<file path="src/smcg_map.svh">
// constants for the sleep mode clock gating block
`ifndef SMCG_MAP_SVH
`define SMCG_MAP_SVH
`define SMCG_MODE_IDLE     3'h0
`define SMCG_MODE_PWRDN    3'h2
`define SMCG_MODE_PWRSAVE  3'h3
`define SMCG_MODE_ADCNR    3'h1
`define SMCG_MODE_STANDBY  3'h6
`define SMCG_MODE_EXTSTBY  3'h7
`define SMCG_EN_RESET      8'hFF
`define SMCG_BIT_CPU       0
`define SMCG_BIT_SRAM      1
`define SMCG_BIT_TIMER     2
`define SMCG_BIT_SPI       3
`define SMCG_BIT_IRQ       4
`define SMCG_BIT_ATIMER    5
`define SMCG_BIT_ADC       6
`define SMCG_BIT_OSC       7
`endif

</file>
<file path="src/smcg_pkg.sv">
// types for the sleep mode clock gating block
package smcg_pkg;
    typedef enum logic [1:0] {
        SMCG_RUN   = 2'b00,
        SMCG_SLEEP = 2'b01
    } smcg_state_t;
endpackage

</file>
<file path="src/smcg_top.sv">
// sleep mode controller that gates the clock domains per mode
// Notes on behaviour
// - six selectable sleep modes, each chosen by its own mode code
// - idle stops cpu, asynchronous timer and adc; sram, timer, spi, interrupt logic keep running
// - power-down stops oscillator and all functions until interrupt or reset
// - power-save keeps the asynchronous timer running
// - adc noise reduction keeps asynchronous timer, adc, interrupt logic and oscillator running
// - standby keeps the main oscillator running, all else sleeps
// - extended standby keeps main oscillator and asynchronous timer running
`include "smcg_map.svh"
module smcg_top (
    input  wire logic       clk,
    input  wire logic       arst_n,
    input  wire logic       sleep_req,
    input  wire logic [2:0] sleep_mode,
    input  wire logic       wake_irq,
    output logic [7:0]      domain_en,
    output logic            sleeping,
    output logic            mode_err
);
    ////////////////////////////////////////////////////////////////////////
    // wake request passes a two stage synchroniser
    logic wake_s1;
    logic wake_s2;
    logic next_wake_s1;
    logic next_wake_s2;

    always_comb begin
        next_wake_s1 = wake_irq;
        next_wake_s2 = wake_s1;
    end

    always_ff @(posedge clk or negedge arst_n) begin
        if (!arst_n) begin
            wake_s1 <= 1'b0;
            wake_s2 <= 1'b0;
        end else begin
            wake_s1 <= next_wake_s1;
            wake_s2 <= next_wake_s2;
        end
    end

    ////////////////////////////////////////////////////////////////////////
    // enable pattern for a mode, bit set means domain stays clocked
    function automatic logic [7:0] smcg_mode_en(input logic [2:0] m);
        logic [7:0] e;
        e = 8'h00;
        case (m)
            `SMCG_MODE_IDLE: begin
                e = `SMCG_EN_RESET;
                e[`SMCG_BIT_CPU]    = 1'b0;
                e[`SMCG_BIT_ATIMER] = 1'b0;
                e[`SMCG_BIT_ADC]    = 1'b0;
            end
            `SMCG_MODE_PWRDN: begin
                e = 8'h00;
            end
            `SMCG_MODE_PWRSAVE: begin
                e[`SMCG_BIT_ATIMER] = 1'b1;
            end
            `SMCG_MODE_ADCNR: begin
                e[`SMCG_BIT_ATIMER] = 1'b1;
                e[`SMCG_BIT_ADC]    = 1'b1;
                e[`SMCG_BIT_OSC]    = 1'b1;
                e[`SMCG_BIT_IRQ]    = 1'b1;
            end
            `SMCG_MODE_STANDBY: begin
                e[`SMCG_BIT_OSC] = 1'b1;
            end
            `SMCG_MODE_EXTSTBY: begin
                e[`SMCG_BIT_OSC]    = 1'b1;
                e[`SMCG_BIT_ATIMER] = 1'b1;
            end
            default: begin
                e = `SMCG_EN_RESET;
            end
        endcase
        return e;
    endfunction

    ////////////////////////////////////////////////////////////////////////
    // sequencer state and next values
    smcg_pkg::smcg_state_t state;
    smcg_pkg::smcg_state_t next_state;
    logic [7:0]            next_domain_en;
    logic                  next_sleeping;
    logic                  next_mode_err;

    ////////////////////////////////////////////////////////////////////////
    // high for the six codes that select a sleep mode
    function automatic logic smcg_mode_ok(input logic [2:0] m);
        logic ok;
        ok = 1'b0;
        case (m)
            `SMCG_MODE_IDLE:    ok = 1'b1;
            `SMCG_MODE_ADCNR:   ok = 1'b1;
            `SMCG_MODE_PWRDN:   ok = 1'b1;
            `SMCG_MODE_PWRSAVE: ok = 1'b1;
            `SMCG_MODE_STANDBY: ok = 1'b1;
            `SMCG_MODE_EXTSTBY: ok = 1'b1;
            default:            ok = 1'b0;
        endcase
        return ok;
    endfunction

    ////////////////////////////////////////////////////////////////////////
    // state decode
    logic in_run;
    logic in_sleep;
    logic bad_state;

    always_comb begin
        in_run    = (state == smcg_pkg::SMCG_RUN);
        in_sleep  = (state == smcg_pkg::SMCG_SLEEP);
        bad_state = !in_run && !in_sleep;
    end

    ////////////////////////////////////////////////////////////////////////
    // request and wake decode
    logic [7:0] sel;
    logic       mode_ok;
    logic       req_taken;
    logic       req_good;
    logic       req_bad;
    logic       wake_taken;

    always_comb begin
        sel        = smcg_mode_en(sleep_mode);
        mode_ok    = smcg_mode_ok(sleep_mode);
        // a wake still in the synchroniser blocks a new request
        req_taken  = in_run && sleep_req && !wake_s2;
        req_good   = req_taken && mode_ok;
        req_bad    = req_taken && !mode_ok;
        wake_taken = in_sleep && wake_s2;
    end

    ////////////////////////////////////////////////////////////////////////
    // run and sleep sequencing
    always_comb begin
        next_state = state;
        case (state)
            smcg_pkg::SMCG_RUN: begin
                if (req_good) begin
                    next_state = smcg_pkg::SMCG_SLEEP;
                end
            end
            smcg_pkg::SMCG_SLEEP: begin
                if (wake_taken) begin
                    next_state = smcg_pkg::SMCG_RUN;
                end
            end
            default: begin
                next_state = smcg_pkg::SMCG_RUN;
            end
        endcase
    end

    always_ff @(posedge clk or negedge arst_n) begin
        if (!arst_n) begin
            state <= smcg_pkg::SMCG_RUN;
        end else begin
            state <= next_state;
        end
    end

    ////////////////////////////////////////////////////////////////////////
    // domain clock enables, pattern held until the wake
    always_comb begin
        next_domain_en = domain_en;
        if (req_good) begin
            next_domain_en = sel;
        end else if (wake_taken || bad_state) begin
            next_domain_en = `SMCG_EN_RESET;
        end
    end

    always_ff @(posedge clk or negedge arst_n) begin
        if (!arst_n) begin
            domain_en <= `SMCG_EN_RESET;
        end else begin
            domain_en <= next_domain_en;
        end
    end

    ////////////////////////////////////////////////////////////////////////
    // sleep flag seen by the core
    always_comb begin
        next_sleeping = sleeping;
        if (req_good) begin
            next_sleeping = 1'b1;
        end else if (wake_taken || bad_state) begin
            next_sleeping = 1'b0;
        end
    end

    always_ff @(posedge clk or negedge arst_n) begin
        if (!arst_n) begin
            sleeping <= 1'b0;
        end else begin
            sleeping <= next_sleeping;
        end
    end

    ////////////////////////////////////////////////////////////////////////
    // error flag for an unknown code, cleared by the next good request
    always_comb begin
        next_mode_err = mode_err;
        if (req_bad) begin
            next_mode_err = 1'b1;
        end else if (req_good) begin
            next_mode_err = 1'b0;
        end
    end

    always_ff @(posedge clk or negedge arst_n) begin
        if (!arst_n) begin
            mode_err <= 1'b0;
        end else begin
            mode_err <= next_mode_err;
        end
    end
endmodule

</file>
<file path="config.mk">
export PLATFORM = sky130hd
export DESIGN_NAME = smcg_top
export DESIGN_NICKNAME = d
export VERILOG_FILES = /design/src/smcg_pkg.sv /design/src/smcg_top.sv
export VERILOG_INCLUDE_DIRS = /design/src
export SDC_FILE = /design/constraint.sdc
export NUM_CORES = 1
export LEC_CHECK = 0
export ABC_AREA = 1
export BUFFER_PORTS_ARGS = -buffer_cell sky130_fd_sc_hd__buf_2
export CORE_AREA = 2 2 39 41
export CTS_CLUSTER_DIAMETER = 40
export DETAILED_ROUTE_END_ITERATION = 8
export DIE_AREA = 0 0 41 43
export GPL_TIMING_DRIVEN = 0
export MAX_ROUTING_LAYER = met4
export PLACE_DENSITY = 0.75
export SETUP_SLACK_MARGIN = 0.15
export SLEW_MARGIN = 20
export SYNTH_ARGS = -nofsm -noshare
export SYNTH_HDL_FRONTEND = slang
export SYNTH_SLANG_ARGS = --single-unit
</file>
<file path="constraint.sdc">
create_clock -name clk -period 1.07 [get_ports clk]
set_clock_uncertainty 0.05 [all_clocks]
set_input_delay 0.107 -clock clk [delete_from_list [all_inputs] [get_ports clk]]
set_output_delay 0.107 -clock clk [all_outputs]
set_load 0.05 [all_outputs]
</file>
==> flow_summary_export.csv <==
group,metric,value,unit
worst_setup_path,worstSetupEndpointType,"output port",
route,dr.pass1.iters,2,
sta,max_freq,0.764,GHz
yosys,synth_top_family_by_area,"simple AND/OR/NAND/NOR gates",
worst_setup_path,slowest_delay,650,ps
power,power_density,2200,nW/um2
worst_setup_path,path_cells,"buf_8 -> buf_8",
die,rows,14,
sta,rsz0062_at_grt,"true",
sta,slew_headroom,84.2,%
worst_setup_path,worstPathArrival,1150,ps
yosys,synth-xor-area-share,0,%
yosys,synth_nets,59,
power,p_sw,764,uW
sta,finalHoldViolCount,0,
job,cap_viol_max_count,0,
yosys,synth_cells,52,
worst_setup_path,crit_path_max_fanout,4,
power,p_leak,0.000437,uW
route,dr_total_vias,468,
power,p_int,1140,uW
grt,grtUsageTotal,19.1,%
worst_setup_path,crit_type,"flop to output port",
cts,clkTransAtPathRegs,70,ps
power,combPwrFrac,51.6,%
grt,grt_pass1_wl,2.08,mm
die,start_util,35.5,%
yosys,synth.mux.area_fraction,0,%
worst_setup_path,crit_buf_inv,2,
cts,tritoncts,"done",
route,ant_nets,0,
sta,hold_slack,63.8,ps
worst_setup_path,cpMostUsedCell,"buf_8",
yosys,synth_compound_area_share,7.12,%
yosys,ys_seq_area_share,57.5,%
yosys,synthTopCellsByArea,"dfstp_2, dfrtp_1, nand2_1",
die,die_h,43,um
cells_and_area,drive_above_1_share,63.1,%
route,detail_route.iter0.violations,13,
status,failed_checks,"negative setup slack",
cts,cts_buffer_depth,2,
place,preCtsSetupSlack,-61.1,ps
route,vias_per_cell,4.68,
sta,maxSlewViolCount,0,
grt,grt_pass1_vias,483,
grt,grt_overflow,0,
power,switching_share,40.1,%
grt,grt_start_max_net_pins,12,
cells_and_area,fin_nets,92,
place,io_buffers,16,
power,peakVddDrop,1100,uV
yosys,yosys_warnings,0,
min_path,min_path_type,"primary input to flop",
power,power_frac_seq,33.6,%
min_path,holdCritStartpoint,"sleep_mode[1]",
die,die_area,1760,um2
place,dp_hpwl,700,um
yosys,syn_area,492,um2
yosys,ys_ff_latch,11,
route,drc_errors,0,
die,io_pins,17,
worst_setup_path,cp_top_family,"flip-flops",
worst_setup_path,worstPathRequired,910,ps
worst_setup_path,critPathLaunchType,"flop",
cells_and_area,area_delta_synth_final,76.3,%
yosys,synth_cell_types,15,
yosys,yosys.area_share.simple,26.2,%
cts,ctsHtreeMaxLevel,1,
cts,clock_latency,260,ps
power,clkPwrFrac,14.8,%
yosys,avgSynthCellArea,9.46,um2
yosys,yosysTopAreaCell,"dfstp_2",
sta,setup_slack,-238,ps
sta,setup_viol,15,
cells_and_area,diodes,0,
yosys,yosysTopAreaCellShare,32.1,%
worst_setup_path,critPathSlowestCell,"dfstp_4",
route,wirelength,1.32,mm
worst_setup_path,reg2reg_from,"state[0]",
sta,tightestPinTransition,237,ps
sta,post-route-period-util,122,%
cts,cts_sinks,11,
die,die_width,41,um
grt,antenna_found_initial,0,
worst_setup_path,crit_path_start,"domain_en[3]",
place,gp_congestion,0.808,
status,outcome,"finished, violations left",
die,core_region_area,1380,um2
route,post_drt_wl_per_cell,13.2,um
cts,cts_buffers,3,
cts,cts_root_buf,"clkbuf_4",
yosys,synth_fa_ha_area_share,0,%
sta,layout_min_cycle_time,1310,ps
power by group through the flow:
stage | Sequential (uW) | Combinational [uW] | Clock, uW
after detailed placement | 613 | 656 | 0
after CTS | 625 | 920 | 289
after floorplan | 891 | 249 | 0
after global routing | 646 | 1030 | 307
after global placement | 608 | 649 | 0
final | 640 | 983 | 282
final timing paths:
check	endpoint	slack, ps	cells past startpoint
worst max-delay path	domain_en[3]	-240	2
worst min-delay path	domain_en[4]	60	4
worst max register to register	domain_en[7]	-40	5
worst min register to register	wake_s2	300	0
max in group asynchronous	domain_en[4]	520	2
min in group asynchronous	mode_err	180	2
worst min-delay path: stages:
cell and delay, ps:
buf_2 100, nand2_1 60, nand2_1 60, nand2_1 50
final cells by class:
cell class                      count  area [um2]
Sequential cell                    11         287
Multi-Input combinational cell     33         205
Tap cell                           16        20.0
Buffer                              3        41.3
Inverter                            5        18.8
Fill cell                         114         517
Timing Repair Buffer               28         269
Clock buffer                        4        26.3
placed cells by master (no fill, tap or decap), drive strengths merged:
| cell type | count |
|---|---|
| dlygate4sd3 | 2 |
| nand2 | 17 |
| o21ai | 4 |
| inv | 5 |
| clkbuf | 4 |
| nand3 | 7 |
| nand4 | 2 |
| dfrtp | 5 |
| buf | 29 |
| dfstp | 6 |
| nor2 | 2 |
| o21a | 1 |
cells in the mapped netlist:
cell type and number:
buf_4 2, buf_6 1, dfrtp_1 5, dfstp_2 6, inv_1 5, nand2_1 16, nand2_2 1, nand3_1 6
nand3_2 1, nand4_1 2, nor2_1 1, nor2_2 1, o21a_1 1, o21ai_0 2, o21ai_2 2
per-stage QoR:
step           setup TNS (ps)  instances  power (uW)  util [%]  area (um2)
6_report                -1090        100        1900      62.7         867
4_1_cts                  -977         98        1830      60.5         837
3_5_place_dp             -338         84        1270      45.6         631
5_1_grt                 -1570        100        1980      62.7         867
2_1_floorplan               0         52        1140         -         531
3_3_place_gp             -225         84        1260      45.6         631
sequential cells by signal, summed over array words and instances (netlist names):
| register | cells |
|---|---|
| sleeping | 1 |
| domain_en | 6 |
| mode_err | 1 |
| wake_s2 | 1 |
| next_wake_s2 | 1 |
| state | 1 |
cells by family (layout without fill, tap and decap cells):
group                  Yosys count  in the layout
AND/OR/NAND/NOR                 28             28
buffers and inverters            8             40
flip-flops                      11             11
AO/OA/AOI/OAI                    5              5
routing by layer:
| metal | GRT usage, % | routed length [um] | share of wire [%] | up-vias |
|---|---|---|---|---|
| met3 | 4.71 | 64 | 4.8 | 4 |
| met5 | - | 0 | 0 | - |
| met2 | 30.3 | 778 | 59 | 20 |
| li1 | - | - | - | 229 |
| met1 | 20.2 | 432 | 33 | 215 |
| met4 | 11.3 | 49 | 3.7 | 0 |
timing repair:
item                                    4_1_cts  5_1_grt
hold buffers                                  2        0
endpoints found under the setup margin       19       19
endpoints found under the hold margin        12        0
resized for setup                            32        4
setup buffers                                 7        2
gates cloned                                  1        0
pin swaps                                     3        1
Note: power is estimated with default switching activity, not from simulation.
